<file path="src/logic/adc_regs_pkg.sv">
// adc_regs_pkg: offsets, bit positions, reset values and mode codes of the
// converter status and mode registers.
// assumes an 8-bit special-function bus with byte and single-bit access.
// Overview of operation
// - primary done flag, status bit 7, sets on conversion or calibration end
// - primary done clears on a zero write or a calibration-start mode write
// - set primary done flag blocks result and coefficient updates
// - status bit 6 is the auxiliary done flag, same behaviour as primary
// - calibration-done flag, status bit 5, sets when a calibration ends
// - calibration-done clears only on a start mode write, never directly
// - auxiliary calibration with temperature sensor selected never completes
// - bit 4 shows primary reference missing while a converter runs
// - while reference missing, every written result is forced to all ones
// - reference-missing flag held at zero while reference is valid
// - primary error, bit 3, sets when a written result was clamped
// - primary error also sets when a calibration failed to write coefficients
// - primary error clears on a conversion- or calibration-start mode write
// - status bit 2 is the auxiliary error flag, same as primary
// - status bits 1 and 0 unimplemented, writes to them ignored
// - mode register at D1H, resets to 08H, no single-bit access
// - status register at D8H, resets to 00H, single-bit access allowed
// - mode bit 6 selects 60 Hz notch, effective only if decimation >= 68
// - mode bit 5 powers the primary converter up, clear powers it down
package adc_regs_pkg;
  localparam logic [7:0] MODE_ADDR = 8'hD1;
  localparam logic [7:0] STAT_ADDR = 8'hD8;
  localparam logic [7:0] MODE_RESET = 8'h08;
  localparam logic [7:0] STAT_RESET = 8'h00;
  localparam logic [7:0] MODE_WMASK = 8'h7F;
  localparam int STAT_PRIMARY_DONE_BIT = 7;
  localparam int STAT_AUX_DONE_BIT = 6;
  localparam int STAT_CAL_BIT = 5;
  localparam int STAT_NOREF_BIT = 4;
  localparam int STAT_PRIMARY_ERR_BIT = 3;
  localparam int STAT_AUX_ERR_BIT = 2;
  localparam int MODE_NOTCH_BIT = 6;
  localparam int MODE_EN0_BIT = 5;
  localparam int MODE_EN1_BIT = 4;
  localparam int MODE_MD_LSB = 0;
  localparam int MODE_MD_W = 3;
  localparam logic [7:0] NOTCH_MIN_DECIM = 8'h44;
  localparam logic [2:0] MD_POWER_DOWN = 3'h0;
  localparam logic [2:0] MD_IDLE = 3'h1;
  localparam logic [2:0] MD_SINGLE = 3'h2;
  localparam logic [2:0] MD_CONT = 3'h3;
  localparam logic [2:0] MD_CAL_FIRST = 3'h4;
  localparam int NUM_CONV = 2;
  localparam int PRIMARY = 0;
  localparam int AUX = 1;
  localparam int RES_W = 24;
endpackage : adc_regs_pkg

</file>
<file path="src/logic/flag_if.sv">
// flag_if: events and clears into one converter's flag unit, flags back.
// assumes the driving side already qualified events against blocking.
`timescale 1ns/10ps
interface flag_if;
  logic any_done;
  logic result_wr;
  logic clamp;
  logic cal_fail;
  logic sw_clear;
  logic start_cal;
  logic start_any;
  logic ready;
  logic error;
  modport ctrl (
    output any_done, result_wr, clamp, cal_fail, sw_clear, start_cal, start_any,
    input ready, error
  );
  modport unit (
    input any_done, result_wr, clamp, cal_fail, sw_clear, start_cal, start_any,
    output ready, error
  );
endinterface : flag_if

</file>
<file path="src/logic/conv_flag_unit.sv">
// conv_flag_unit: done and error flags of one converter.
// assumes single clock, synchronous reset, clock enable from the top.
`timescale 1ns/10ps
module conv_flag_unit (
  input wire logic mclk_in,
  input wire logic srst_in,
  input wire logic ce_in,
  flag_if.unit fl
);
  // done flag: set on completion, cleared by zero write or cal start
  always_ff @(posedge mclk_in) begin
    if (srst_in) begin
      fl.ready <= 1'b0;
    end else if (ce_in) begin
      if (fl.any_done) begin
        fl.ready <= 1'b1;
      end else if (fl.sw_clear || fl.start_cal) begin
        fl.ready <= 1'b0;
      end
    end
  end

  // error flag: clamped result or failed calibration, cleared by start
  always_ff @(posedge mclk_in) begin
    if (srst_in) begin
      fl.error <= 1'b0;
    end else if (ce_in) begin
      if ((fl.result_wr && fl.clamp) || fl.cal_fail) begin
        fl.error <= 1'b1;
      end else if (fl.start_any) begin
        fl.error <= 1'b0;
      end
    end
  end
endmodule : conv_flag_unit

</file>
<file path="src/logic/ref_monitor.sv">
// ref_monitor: synchronises the reference comparator pin, builds the flag.
// assumes ref_low_in is an asynchronous pin level.
`timescale 1ns/10ps
module ref_monitor (
  input wire logic mclk_in,
  input wire logic srst_in,
  input wire logic ce_in,
  input wire logic ref_low_in,
  input wire logic active_in,
  output logic ref_missing_out
);
  logic sync_a;
  logic sync_b;

  // two-stage synchroniser
  always_ff @(posedge mclk_in) begin
    if (srst_in) begin
      sync_a <= 1'b0;
      sync_b <= 1'b0;
    end else if (ce_in) begin
      sync_a <= ref_low_in;
      sync_b <= sync_a;
    end
  end

  // flag only while a converter runs, zero when reference valid
  always_ff @(posedge mclk_in) begin
    if (srst_in) begin
      ref_missing_out <= 1'b0;
    end else if (ce_in) begin
      ref_missing_out <= active_in && sync_b;
    end
  end
endmodule : ref_monitor

</file>
<file path="src/logic/adc_status_mode_regs.sv">
// adc_status_mode_regs: status and mode registers of the converter pair,
// result gating and clamping, start pulses and notch qualification.
// assumes sequencers and the special-function bus share mclk_in;
// only the reference comparator pin is asynchronous.
`timescale 1ns/10ps
module adc_status_mode_regs #(
  parameter int RES_W = adc_regs_pkg::RES_W
) (
  input wire logic mclk_in,
  input wire logic srst_in,
  input wire logic ce_in,
  // byte access to the special-function space
  input wire logic [7:0] sfr_addr_in,
  input wire logic sfr_wr_in,
  input wire logic sfr_rd_in,
  input wire logic [7:0] sfr_wdata_in,
  output logic [7:0] sfr_rdata_out,
  output logic sfr_hit_out,
  // single-bit access
  input wire logic [7:0] bit_addr_in,
  input wire logic bit_wr_in,
  input wire logic bit_rd_in,
  input wire logic bit_wdata_in,
  output logic bit_rdata_out,
  output logic bit_hit_out,
  // filter and input selection from neighbouring registers
  input wire logic [7:0] decimation_word_in,
  input wire logic aux_temp_sel_in,
  // reference comparator pin, asynchronous
  input wire logic ref_low_in,
  // sequencer events, one-cycle pulses
  input wire logic [adc_regs_pkg::NUM_CONV-1:0] conv_done_in,
  input wire logic [adc_regs_pkg::NUM_CONV-1:0] cal_done_in,
  input wire logic [adc_regs_pkg::NUM_CONV-1:0] clamp_in,
  input wire logic [adc_regs_pkg::NUM_CONV-1:0] cal_fail_in,
  input wire logic [adc_regs_pkg::NUM_CONV-1:0][RES_W-1:0] result_in,
  // results and control to the converters
  output logic [adc_regs_pkg::NUM_CONV-1:0][RES_W-1:0] result_out,
  output logic [adc_regs_pkg::NUM_CONV-1:0] result_wr_out,
  output logic [adc_regs_pkg::NUM_CONV-1:0] coef_wr_allow_out,
  output logic [adc_regs_pkg::NUM_CONV-1:0] conv_power_on_out,
  output logic [adc_regs_pkg::NUM_CONV-1:0] start_conv_out,
  output logic [adc_regs_pkg::NUM_CONV-1:0] start_cal_out,
  output logic [adc_regs_pkg::MODE_MD_W-1:0] mode_sel_out,
  output logic notch_effective_out
);
  localparam int NC = adc_regs_pkg::NUM_CONV;
  localparam logic [RES_W-1:0] ALL_ONES = {RES_W{1'b1}};

  logic [7:0] mode_reg;
  logic cal_flag;
  logic ref_missing_flag;
  logic [7:0] status_byte;
  logic [7:0] next_mode;
  logic mode_wr;
  logic stat_wr;
  logic stat_bit_sel;
  logic [2:0] bit_idx;
  logic [2:0] wr_md;
  logic wr_is_cal;
  logic wr_is_conv;
  logic wr_is_start;
  logic [NC-1:0] wr_en;
  logic [NC-1:0] ready;
  logic [NC-1:0] error;
  logic [NC-1:0] cal_eff;
  logic [NC-1:0] accept_result;
  logic [NC-1:0] sw_clear_ready;
  logic any_active;

  flag_if fl[NC] ();

  // bus decode
  assign mode_wr = sfr_wr_in && (sfr_addr_in == adc_regs_pkg::MODE_ADDR);
  assign stat_wr = sfr_wr_in && (sfr_addr_in == adc_regs_pkg::STAT_ADDR);
  assign stat_bit_sel = (bit_addr_in[7:3] == adc_regs_pkg::STAT_ADDR[7:3]);
  assign bit_idx = bit_addr_in[2:0];

  // decode of a written mode byte
  assign wr_md = sfr_wdata_in[adc_regs_pkg::MODE_MD_LSB +: adc_regs_pkg::MODE_MD_W];
  assign wr_is_cal = (wr_md >= adc_regs_pkg::MD_CAL_FIRST);
  assign wr_is_conv = (wr_md == adc_regs_pkg::MD_SINGLE) || (wr_md == adc_regs_pkg::MD_CONT);
  assign wr_is_start = mode_wr && (wr_is_cal || wr_is_conv);
  assign wr_en[adc_regs_pkg::PRIMARY] = sfr_wdata_in[adc_regs_pkg::MODE_EN0_BIT];
  assign wr_en[adc_regs_pkg::AUX] = sfr_wdata_in[adc_regs_pkg::MODE_EN1_BIT];

  // new mode value: top bit never stored
  assign next_mode = sfr_wdata_in & adc_regs_pkg::MODE_WMASK;

  // mode register, byte access only
  always_ff @(posedge mclk_in) begin
    if (srst_in) begin
      mode_reg <= adc_regs_pkg::MODE_RESET;
    end else if (ce_in) begin
      if (mode_wr) begin
        mode_reg <= next_mode;
      end
    end
  end

  // software clears of the done flags: byte write or bit write of zero
  always_comb begin
    sw_clear_ready = '0;
    if (stat_wr) begin
      sw_clear_ready[adc_regs_pkg::PRIMARY] =
        !sfr_wdata_in[adc_regs_pkg::STAT_PRIMARY_DONE_BIT];
      sw_clear_ready[adc_regs_pkg::AUX] =
        !sfr_wdata_in[adc_regs_pkg::STAT_AUX_DONE_BIT];
    end
    if (bit_wr_in && stat_bit_sel && !bit_wdata_in) begin
      if (bit_idx == 3'(adc_regs_pkg::STAT_PRIMARY_DONE_BIT)) begin
        sw_clear_ready[adc_regs_pkg::PRIMARY] = 1'b1;
      end
      if (bit_idx == 3'(adc_regs_pkg::STAT_AUX_DONE_BIT)) begin
        sw_clear_ready[adc_regs_pkg::AUX] = 1'b1;
      end
    end
  end

  // temperature-sensor calibration on the auxiliary converter never ends
  assign cal_eff[adc_regs_pkg::PRIMARY] = cal_done_in[adc_regs_pkg::PRIMARY];
  assign cal_eff[adc_regs_pkg::AUX] =
    cal_done_in[adc_regs_pkg::AUX] && !aux_temp_sel_in;

  // per-converter flags, result gating and clamping
  genvar gi;
  generate
    for (gi = 0; gi < NC; gi++) begin : g_conv
      // results only taken while the done flag is clear
      assign accept_result[gi] = conv_done_in[gi] && !ready[gi];

      assign fl[gi].any_done = conv_done_in[gi] || cal_eff[gi];
      assign fl[gi].result_wr = accept_result[gi];
      assign fl[gi].clamp = clamp_in[gi] || ref_missing_flag;
      assign fl[gi].cal_fail = cal_eff[gi] && cal_fail_in[gi];
      assign fl[gi].sw_clear = sw_clear_ready[gi];
      assign fl[gi].start_cal = wr_is_start && wr_is_cal && wr_en[gi];
      assign fl[gi].start_any = wr_is_start && wr_en[gi];
      assign ready[gi] = fl[gi].ready;
      assign error[gi] = fl[gi].error;

      conv_flag_unit u_flags (
        .mclk_in(mclk_in),
        .srst_in(srst_in),
        .ce_in(ce_in),
        .fl(fl[gi])
      );

      // result register, forced to all ones without reference
      always_ff @(posedge mclk_in) begin
        if (srst_in) begin
          result_out[gi] <= '0;
        end else if (ce_in) begin
          if (accept_result[gi]) begin
            result_out[gi] <= ref_missing_flag ? ALL_ONES : result_in[gi];
          end
        end
      end

      // one-cycle strobe for each result written
      always_ff @(posedge mclk_in) begin
        if (srst_in) begin
          result_wr_out[gi] <= 1'b0;
        end else if (ce_in) begin
          result_wr_out[gi] <= accept_result[gi];
        end
      end

      // start pulses towards the sequencer
      always_ff @(posedge mclk_in) begin
        if (srst_in) begin
          start_conv_out[gi] <= 1'b0;
          start_cal_out[gi] <= 1'b0;
        end else if (ce_in) begin
          start_conv_out[gi] <= wr_is_start && wr_is_conv && wr_en[gi];
          start_cal_out[gi] <= wr_is_start && wr_is_cal && wr_en[gi];
        end
      end

      // coefficients may only be written while the done flag is clear
      assign coef_wr_allow_out[gi] = !ready[gi];
    end
  endgenerate

  // calibration-done flag: no direct write path at all
  always_ff @(posedge mclk_in) begin
    if (srst_in) begin
      cal_flag <= 1'b0;
    end else if (ce_in) begin
      if (|cal_eff) begin
        cal_flag <= 1'b1;
      end else if (wr_is_start) begin
        cal_flag <= 1'b0;
      end
    end
  end

  // converter power follows the enable bits
  assign conv_power_on_out[adc_regs_pkg::PRIMARY] =
    mode_reg[adc_regs_pkg::MODE_EN0_BIT];
  assign conv_power_on_out[adc_regs_pkg::AUX] = mode_reg[adc_regs_pkg::MODE_EN1_BIT];
  assign any_active = |conv_power_on_out;
  assign mode_sel_out = mode_reg[adc_regs_pkg::MODE_MD_LSB +: adc_regs_pkg::MODE_MD_W];

  // notch only with a slow enough filter
  assign notch_effective_out = mode_reg[adc_regs_pkg::MODE_NOTCH_BIT] &&
    (decimation_word_in >= adc_regs_pkg::NOTCH_MIN_DECIM);

  // reference supervision
  ref_monitor u_ref (
    .mclk_in(mclk_in),
    .srst_in(srst_in),
    .ce_in(ce_in),
    .ref_low_in(ref_low_in),
    .active_in(any_active),
    .ref_missing_out(ref_missing_flag)
  );

  // status byte as software sees it; low two bits read zero
  always_comb begin
    status_byte = adc_regs_pkg::STAT_RESET;
    status_byte[adc_regs_pkg::STAT_PRIMARY_DONE_BIT] = ready[adc_regs_pkg::PRIMARY];
    status_byte[adc_regs_pkg::STAT_AUX_DONE_BIT] = ready[adc_regs_pkg::AUX];
    status_byte[adc_regs_pkg::STAT_CAL_BIT] = cal_flag;
    status_byte[adc_regs_pkg::STAT_NOREF_BIT] = ref_missing_flag;
    status_byte[adc_regs_pkg::STAT_PRIMARY_ERR_BIT] = error[adc_regs_pkg::PRIMARY];
    status_byte[adc_regs_pkg::STAT_AUX_ERR_BIT] = error[adc_regs_pkg::AUX];
  end

  // byte read port, registered
  always_ff @(posedge mclk_in) begin
    if (srst_in) begin
      sfr_rdata_out <= 8'h00;
      sfr_hit_out <= 1'b0;
    end else if (ce_in) begin
      sfr_hit_out <= 1'b0;
      sfr_rdata_out <= 8'h00;
      if (sfr_rd_in && (sfr_addr_in == adc_regs_pkg::MODE_ADDR)) begin
        sfr_rdata_out <= mode_reg & adc_regs_pkg::MODE_WMASK;
        sfr_hit_out <= 1'b1;
      end else if (sfr_rd_in && (sfr_addr_in == adc_regs_pkg::STAT_ADDR)) begin
        sfr_rdata_out <= status_byte;
        sfr_hit_out <= 1'b1;
      end
    end
  end

  // bit read port: status register only, mode not bit addressable
  always_ff @(posedge mclk_in) begin
    if (srst_in) begin
      bit_rdata_out <= 1'b0;
      bit_hit_out <= 1'b0;
    end else if (ce_in) begin
      bit_hit_out <= bit_rd_in && stat_bit_sel;
      bit_rdata_out <= bit_rd_in && stat_bit_sel && status_byte[bit_idx];
    end
  end
endmodule : adc_status_mode_regs

</file>
<file path="config.mk">
export PLATFORM = sky130hd
export DESIGN_NAME = adc_status_mode_regs
export DESIGN_NICKNAME = d
export VERILOG_FILES = /design/src/logic/adc_regs_pkg.sv /design/src/logic/flag_if.sv /design/src/logic/conv_flag_unit.sv /design/src/logic/ref_monitor.sv /design/src/logic/adc_status_mode_regs.sv
export SDC_FILE = /design/constraint.sdc
export NUM_CORES = 1
export LEC_CHECK = 0
export BUFFER_PORTS_ARGS = -buffer_cell sky130_fd_sc_hd__buf_2
export CORE_ASPECT_RATIO = 1.4
export CORE_MARGIN = 2
export CORE_UTILIZATION = 41
export DETAILED_ROUTE_END_ITERATION = 6
export HOLD_SLACK_MARGIN = 0.06
export PLACE_DENSITY = 0.78
export SLEW_MARGIN = 20
export SYNTH_ARGS = -nofsm -noshare
export SYNTH_HDL_FRONTEND = slang
export SYNTH_SLANG_ARGS = --single-unit
export TNS_END_PERCENT = 50
</file>
<file path="constraint.sdc">
create_clock -name mclk_in -period 1.2 [get_ports mclk_in]
set_input_delay 0.12 -clock mclk_in [delete_from_list [all_inputs] [get_ports mclk_in]]
set_output_delay 0.12 -clock mclk_in [all_outputs]
set_load 0.005 [all_outputs]
</file>
# Yosys cells after proc, flatten, opt, wreduce, memory -nomap -nowiden
# Index checks and enable logic that the tools add are counted.
[op_classes] n_lt_le_gt_ge=3 n_eq_ne=7 n_mux=22 reduce_logical=57
[op_table] op="$mux 24" n=2
[op_table] op="$logic_and 1x1->1" n=26
[op_table] op="$eq 8x8->1 const B" n=2
[op_table] op="$mux 8" n=2
[op_table] op="$reduce_and 2->1" n=8
[op_table] op="$mux 1" n=15
[op_table] op="$logic_or 1x1->1" n=10
[op_table] op="$reduce_bool 2->1" n=5
[op_table] op="$ge 8x7->1 const B" n=1
[op_table] op="$eq 3x2->1 const B" n=2
[op_table] op="$eq 3x3->1 const B" n=2
[op_table] op="$logic_not 1->1" n=6
[op_table] op="$eq 5x5->1 const B" n=1
[op_table] op="$lt 3x4->1 const B" n=1
[op_table] op="$mux 2" n=2
[op_table] op="$reduce_or 2->1" n=2
[op_table] op="$bmux 1 s3" n=1
[op_table] op="$ge 3x3->1 const B" n=1
[totals] regBits=80 inputBits=98 out_inout_bits=73 wordCells=110

# Depth between registers and ports, before layout
# Gate-level depths: netlist of the first run.
[depth] ltp_word=9 depth_mapped=6 depth_no_buf=4

# Hierarchy
# A second synthesis of the first run with hierarchy kept.
[unflattened] cells_unflattened=406 hier_area_um2=3419.5
[modules_own_cells] mod="adc_status_mode_regs" n_inst=1 cells_each=378 area_each_um2=3133.0 seq_area_each_um2=1461.4
[modules_own_cells] mod="conv_flag_unit" n_inst=2 cells_each=9 area_each_um2=91.3 seq_area_each_um2=40.0
[modules_own_cells] mod="ref_monitor" n_inst=1 cells_each=10 area_each_um2=103.8 seq_area_each_um2=60.1

# Worst setup path before layout of the first run
# OpenSTA, ideal clock, no wires.
[synth_timing] kind="register -> register" start="reg u_ref.ref_missing_out" end="reg bit_rdata_out" setup_time_ns=0.133 arrival_time_ns=1.091 required_ns=1.067 setup_slack_ns=-0.024 path_stages_with_launch=5 path_buffers=1 synth_period_minus_slack_ns=1.224 path_cell_list="dfxtp_1 -> clkbuf_1 -> mux4_2 -> a21oi_1 -> o32ai_1"
[synth_via] elab_chain_cells=3
[synth_rtl] element="start: declaration" line_no="ref_monitor.sv:10" rtl="output logic ref_missing_out"
[synth_rtl] element="start signal: assignment" line_no="ref_monitor.sv:31" rtl="ref_missing_out <= active_in && sync_b;"
[synth_rtl] element="$bmux 1 s3" line_no="adc_status_mode_regs.sv:255" rtl="bit_rdata_out <= bit_rd_in && stat_bit_sel && status_byte[bit_idx];"
[synth_rtl] element="$mux 1 (not written as such)" line_no="adc_status_mode_regs.sv:255"
[synth_rtl] element="$logic_and 1x1->1" line_no="adc_status_mode_regs.sv:255"
[synth_rtl] element="end signal: assignment" line_no="adc_status_mode_regs.sv:255"
[synth_rtl] element="end: declaration" line_no="adc_status_mode_regs.sv:24" rtl="output logic bit_rdata_out,"
# Every way passes these cells. The select of a mux whose other input is x is not followed.
# A chain may end at the register's enable or synchronous reset.

# Final worst setup path of the first run
[layout_timing] start="reg g_conv[1].u_flags.fl.ready" end="reg result_out[25] (netlist bit)"
[layout_via] elab_chain_cells=3
[layout_rtl] element="start: declaration" line_no="flag_if.sv:20" rtl="output ready, error"
[layout_rtl] element="start signal: assignment" line_no="conv_flag_unit.sv:13" rtl="fl.ready <= 1'b0;"
[layout_rtl] element="start signal: assignment" line_no="conv_flag_unit.sv:16" rtl="fl.ready <= 1'b1;"
[layout_rtl] element="start signal: assignment" line_no="conv_flag_unit.sv:18" rtl="fl.ready <= 1'b0;"
[layout_rtl] element="$logic_not 1->1" line_no="adc_status_mode_regs.sv:130" rtl="assign accept_result[gi] = conv_done_in[gi] && !ready[gi];"
[layout_rtl] element="$logic_and 1x1->1" line_no="adc_status_mode_regs.sv:130"
[layout_rtl] element="$reduce_and 2->1 (no line)"
[layout_rtl] element="end signal: indexed assignment" line_no="adc_status_mode_regs.sv:155" rtl="result_out[gi] <= ref_missing_flag ? ALL_ONES : result_in[gi];"
[layout_rtl] element="end: declaration" line_no="adc_status_mode_regs.sv:38" rtl="output logic [adc_regs_pkg::NUM_CONV-1:0][RES_W-1:0] result_out,"
# Every way passes these cells.

==> results of run 1 <==
## final timing paths
path                              start             end  slack [ps]  cells past startpoint
max          g_conv[1].u_flags.fl.ready  result_out[25]          20                      5
min                       result_in[11]  result_out[11]          80                      3
max reg2reg  g_conv[1].u_flags.fl.ready  result_out[25]          20                      5
min reg2reg                 sfr_hit_out     sfr_hit_out         460                      2
## per-layer routing
layer | global-route usage | part of all wire
met5 | 0 | 0
met3 | 0.0394 | 0.052
met1 | 0.267 | 0.37
met2 | 0.455 | 0.54
met4 | 0.116 | 0.034
## cell families (layout without fill, tap and decap cells)
logic type      after synthesis  in the layout  synth area share
simple gates                157            157             0.214
flops                        80             80             0.489
compound gates               93             93             0.205
mux                           9              9            0.0313
buf+inv                      42            256            0.0611
## worst max-delay path, stage by stage, from the launching register on
cell       delay [ps]
dfxtp_2           340
inv_2              50
and3_4            280
clkbuf_16         190
nor2_2             50
a211oi_2          180
## cell type report
cell class / instances / area (um^2)
flip-flops and latches: 80 / 1610
clock inverters: 1 / 5.00
repair buffers: 236 / 1590
clock buffers: 14 / 143
fillers: 633 / 2640
multi-input cells: 259 / 1620
inverters: 5 / 18.8
well taps: 100 / 125
## timing repair
item	in CTS	in global routing
resized for setup	16	23
hold buffers	38	0
endpoints found under the hold margin	39	0
cloned	2	3
endpoints found under the setup margin	24	44
pin swaps	0	18
## Yosys cell counts (2+ instances only)
| cell | number | area (um^2) |
|---|---|---|
| a32o_1 | 2 | 20.0 |
| nand2b_1 | 2 | 12.5 |
| a21oi_1 | 11 | 55.1 |
| nand4b_1 | 2 | 17.5 |
| nor2_1 | 118 | 443 |
| nand3_1 | 5 | 25.0 |
| nand4_1 | 2 | 12.5 |
| and3_2 | 2 | 15.0 |
| a211oi_1 | 48 | 360 |
| buf_2 | 13 | 65.1 |
| o32ai_1 | 2 | 17.5 |
| nor2b_1 | 3 | 18.8 |
| o22ai_1 | 2 | 12.5 |
| and4_2 | 2 | 20.0 |
| a22oi_1 | 3 | 22.5 |
| buf_4 | 5 | 37.5 |
| clkbuf_1 | 15 | 56.3 |
| and3_1 | 4 | 25.0 |
| buf_1 | 3 | 11.3 |
| a31oi_1 | 2 | 12.5 |
| a211o_1 | 2 | 17.5 |
| dfxtp_1 | 80 | 1600 |
| mux2i_1 | 8 | 80.1 |
| nor3b_1 | 2 | 15.0 |
| o21ai_0 | 9 | 45.0 |
| a222oi_1 | 4 | 40.0 |
| nand2_1 | 10 | 37.5 |
| inv_1 | 5 | 18.8 |
## stage by stage
step,utilization,setup TNS [ps],hold WS [ps]
2_1_floorplan,-,0,238
6_report,0.659,0,81.4
5_1_grt,0.659,-73.1,74.3
3_3_place_gp,0.555,-2010,331
3_5_place_dp,0.555,-3560,346
4_1_cts,0.638,0,60.6
## power groups by stage
stage	logic (uW)	registers, uW	clock network [uW]
after floorplan	346	2920	0
after global placement	752	2910	0
after detailed placement	777	2920	0
after CTS	938	2860	1670
after global routing	1120	2870	1770
final	1030	2860	1630
==> results.json, run 1 <==
{
  "ys_ff_latch": 80,
  "fmax_ghz": 0.850,
  "worst_slew_pin_slew_ps": 326,
  "hold_viol": 0,
  "avgSynthCellArea_um2": 8.60,
  "grt_usage": 0.245,
  "hold_class": "input pin to flip-flop",
  "vias": 3694,
  "power_frac_clock": 0.296,
  "drt-total-wl_um": 11200,
  "grt_overflow": 0,
  "synth.net_count": 479,
  "final_common_cell": "buf_2",
  "clk_pin_slew_ps": 80,
  "ant_nets": 0,
  "power.switching_uw": 1460,
  "pwr-share-comb": 0.187,
  "antenna_cells": 0,
  "synth_edf_count": 0,
  "power_uw": 5530,
  "worst_ep_arrival_time_ps": 1440,
  "cts_buffers": 9,
  "cts_tree": "done",
  "start_util": 0.423,
  "core_region_area_mm2": 0.00775,
  "cts_sinks": 80,
  "p_per_area_mw_per_mm2": 1080,
  "place_area_mm2": 0.00430,
  "gp_congestion": 0.876,
  "maxCapViolCount": 0,
  "p_leak_uw": 0.00231,
  "nNetsFinal": 689,
  "antenna_found_initial": 0,
  "grt_max_degree": 39,
  "p_int_uw": 4070,
  "cts_root_buf": "clkbuf_8",
  "area_growth_pct": 55.8,
  "pin_count": 171,
  "grt_pass1_wl_um": 16600,
  "largest_reg_flops": 48,
  "design_area_mm2": 0.00511,
  "synth-main-ff-cell": "dfxtp_1",
  "clock_path_buffers": 2,
  "rsz0062_at_grt": "yes",
  "hpwl_um": 7060,
  "die_y_um": 110,
  "syn_inst": 381,
  "power_frac_seq": 0.518,
  "clk_latency_ps": 340,
  "final-setup-viol-count": 0,
  "end_kind": "flip-flop",
  "async_flop_share": 0,
  "die_w_um": 79.6,
  "start_kind": "flip-flop",
  "h-tree-depth": 3,
  "final_cell_mix": "buf_2 (168), nor2_1 (116), dfxtp_1 (77)",
  "grt_pass1_vias": 3571,
  "drt_iter0_drc": 176,
  "stdcell_count": 695,
  "drive_gt1_frac": 0.418,
  "avgViaCountPerCell": 5.32,
  "cts_setup_buffers": 0,
  "slew_headroom": 0.783,
  "portBuffers": 168,
  "place_inst": 637,
  "crit_required_ps": 1460,
  "yosysSeqAreaShare": 0.489,
  "synth_cell_types": 43,
  "drtPass1Iterations": 4,
  "std_cell_rows": 38,
  "skew_ps": 4.79,
  "synth_warnings": 0,
  "path_max_fanout": 12,
  "remaining_drc_errors": 0,
  "critPathKind": "flip-flop to flip-flop",
  "worst_slack_ps": 23.7,
  "wire_per_inst_um": 16.1,
  "period_share": 0.980,
  "synthesis.area_mm2": 0.00328,
  "slew_violations": 0,
  "die_area_mm2": 0.00874,
  "swShare": 0.264,
  "dp_slack_ps": -223,
  "post-route-min-period_ps": 1180,
  "status": "complete, no violations",
  "ir_worst_vdd_v": 0.000690
}
No activity file was read; power rests on OpenSTA's default activity.
==> run 2: changes to the inputs <==
--- a/config.mk
+++ b/config.mk
@@ -9,9 +9,10 @@
 export CORE_ASPECT_RATIO = 1.4
 export CORE_MARGIN = 2
 export CORE_UTILIZATION = 41
+export CTS_CLUSTER_SIZE = 16
 export DETAILED_ROUTE_END_ITERATION = 6
 export HOLD_SLACK_MARGIN = 0.06
-export PLACE_DENSITY = 0.78
+export PLACE_DENSITY = 0.86
 export SLEW_MARGIN = 20
 export SYNTH_ARGS = -nofsm -noshare
 export SYNTH_HDL_FRONTEND = slang
==> run 2 against run 1 <==
Against the previous run:
- core utilization up 1.6 points
- largest power group unchanged
- sequential share of layout area down 0.74 points
- via count up 3.5%
- sequential power about the same
- first-iteration DRC count up 32%
- clock skew up 1.6 ps
- critical path depth unchanged
- combinational power about the same
==> results.json, run 2 (synthesized netlist as in run 1, its figures left out) <==
{
  "rr_worst_depth": 5,
  "ir_worst_vdd_v": 0.000712,
  "wire_per_inst_um": 16.2,
  "worstPathCellList": "inv_2 -> and3_4 -> buf_6 -> nor2_1 -> a211oi_1",
  "grt_max_degree": 33,
  "post-route-min-period_ps": 1180,
  "die_w_um": 79.6,
  "fillers": 554,
  "power.switching_uw": 1490,
  "dp_slack_ps": -182,
  "hold_ws_ps": 78.2,
  "start_kind": "flip-flop",
  "drtPass1Iterations": 7,
  "avgViaCountPerCell": 5.42,
  "grt_overflow": 0,
  "reg2reg_setup_slack_ps": 20,
  "p_leak_uw": 0.00240,
  "maxCapViolCount": 0,
  "die_area_mm2": 0.00874,
  "swShare": 0.245,
  "hold_viol": 0,
  "worst_ep_arrival_time_ps": 1440,
  "cts_sinks": 80,
  "clock_path_buffers": 2,
  "crit_required_ps": 1450,
  "ant_nets": 0,
  "slew_headroom": 0.743,
  "drive_gt1_frac": 0.420,
  "final_cell_mix": "buf_2 (168), nor2_1 (117), dfxtp_1 (77)",
  "slew_violations": 0,
  "drt_iter0_drc": 233,
  "worst_slack_ps": 19.7,
  "slowest_stage": "dfxtp_2",
  "final_common_cell": "buf_2",
  "gp_congestion": 0.836,
  "area_growth_pct": 59.5,
  "hold_class": "input pin to flip-flop",
  "nNetsFinal": 699,
  "cts_buffers": 9,
  "rsz0062_at_grt": "yes",
  "clk_latency_ps": 350,
  "portBuffers": 168,
  "period_share": 0.984,
  "worst_slew_pin_slew_ps": 385,
  "power_frac_seq": 0.469,
  "largest_reg_flops": 48,
  "path_buf_inv": 2,
  "std_cell_rows": 38,
  "skew_ps": 6.43,
  "cts_root_buf": "clkbuf_8",
  "status": "complete, no violations",
  "grt_pass1_wl_um": 16500,
  "design_area_mm2": 0.00523,
  "p_int_uw": 4610,
  "crit_path_start": "g_conv[1].u_flags.fl.ready",
  "cp-endpoint": "result_out[44]",
  "cpPeakStageDelay_ps": 340,
  "antenna_found_initial": 0,
  "grt_usage": 0.242,
  "pin_count": 171,
  "start_util": 0.423,
  "timing.rr.start": "g_conv[1].u_flags.fl.ready",
  "core_region_area_mm2": 0.00775,
  "end_kind": "flip-flop",
  "power_uw": 6100,
  "drt-total-wl_um": 11400,
  "clk_pin_slew_ps": 80,
  "final-setup-viol-count": 0,
  "hpwl_um": 6990,
  "cp_top_family": "flip-flops",
  "path_max_fanout": 6,
  "reg2reg_to": "result_out[44]",
  "vias": 3822,
  "die_y_um": 110,
  "remaining_drc_errors": 0,
  "power_frac_clock": 0.360,
  "stdcell_count": 705,
  "path_depth": 5,
  "fmax_ghz": 0.847,
  "grt_pass1_vias": 3492,
  "place_inst": 640,
  "p_per_area_mw_per_mm2": 1170,
  "cts_tree": "done",
  "pwr-share-comb": 0.171,
  "place_area_mm2": 0.00430,
  "antenna_cells": 0,
  "h-tree-depth": 3,
  "critPathKind": "flip-flop to flip-flop"
}
-- run 2: cell types whose count changed in the layout (fill, tap and decap cells not counted), moves of 3 or more --
cell / before / now
a211oi_1: 24 / 29
buf_4: 20 / 27
dlygate4sd3_1: 38 / 41
clkbuf_1: 5 / 1
a211oi_2: 24 / 19
-- run 2: metal layers --
metal  track usage  wire [um]  vias up
li1              -          -     1779
met1         0.278       4450     1836
met2         0.429       6120      181
met3        0.0575        642       26
met4        0.0961        234        0
met5             0          0        -
-- run 2: cell type report --
cell class	instances	area, um^2	area share
multi-input cells	259	1590	0.304
well taps	100	125	0.0239
clock inverters	3	65.1	0.0124
flip-flops and latches	80	1610	0.307
repair buffers	246	1670	0.320
inverters	5	18.8	0.00359
clock buffers	12	155	0.0297
-- run 2: per-stage QoR --
stage	utilization	TNS, ps
after floorplan	-	0
after global placement	0.555	-1670
after detailed placement	0.555	-3210
after CTS	0.650	0
after global routing	0.675	-191
final	0.675	0
-- run 2: worst min-delay path by stage --
stage	start	to	slack (ps)	cells past startpoint
final	result_in[28]	result_out[28]	80	3
after global routing	result_in[18]	result_out[18]	80	3
after CTS	result_in[25]	result_out[25]	60	3
after detailed placement	sfr_wdata_in[3]	mode_reg[3]	330	2
after global placement	sfr_wdata_in[3]	mode_reg[3]	330	2
after floorplan	sfr_wdata_in[3]	mode_reg[3]	240	1
-- run 2: what timing repair did --
action	in CTS	in global routing
endpoints found under the setup margin	48	48
resized for setup	15	17
pin swaps	0	39
hold buffers	41	0
buffers inserted	0	1
gates cloned	2	6
endpoints found under the hold margin	42	0
-- run 2: power groups by stage --
stage	combinational [uW]	sequential, uW	clock (uW)
6_report	1040	2860	2200
4_1_cts	933	2860	2230
3_5_place_dp	770	2920	0
2_1_floorplan	346	2920	0
5_1_grt	1130	2870	2320
3_3_place_gp	744	2910	0
-- run 2: worst register-to-register path, stage by stage (launching register included) --
cell	delay (ps)
dfxtp_2	340
inv_2	50
and3_4	280
buf_6	160
nor2_1	50
a211oi_1	210
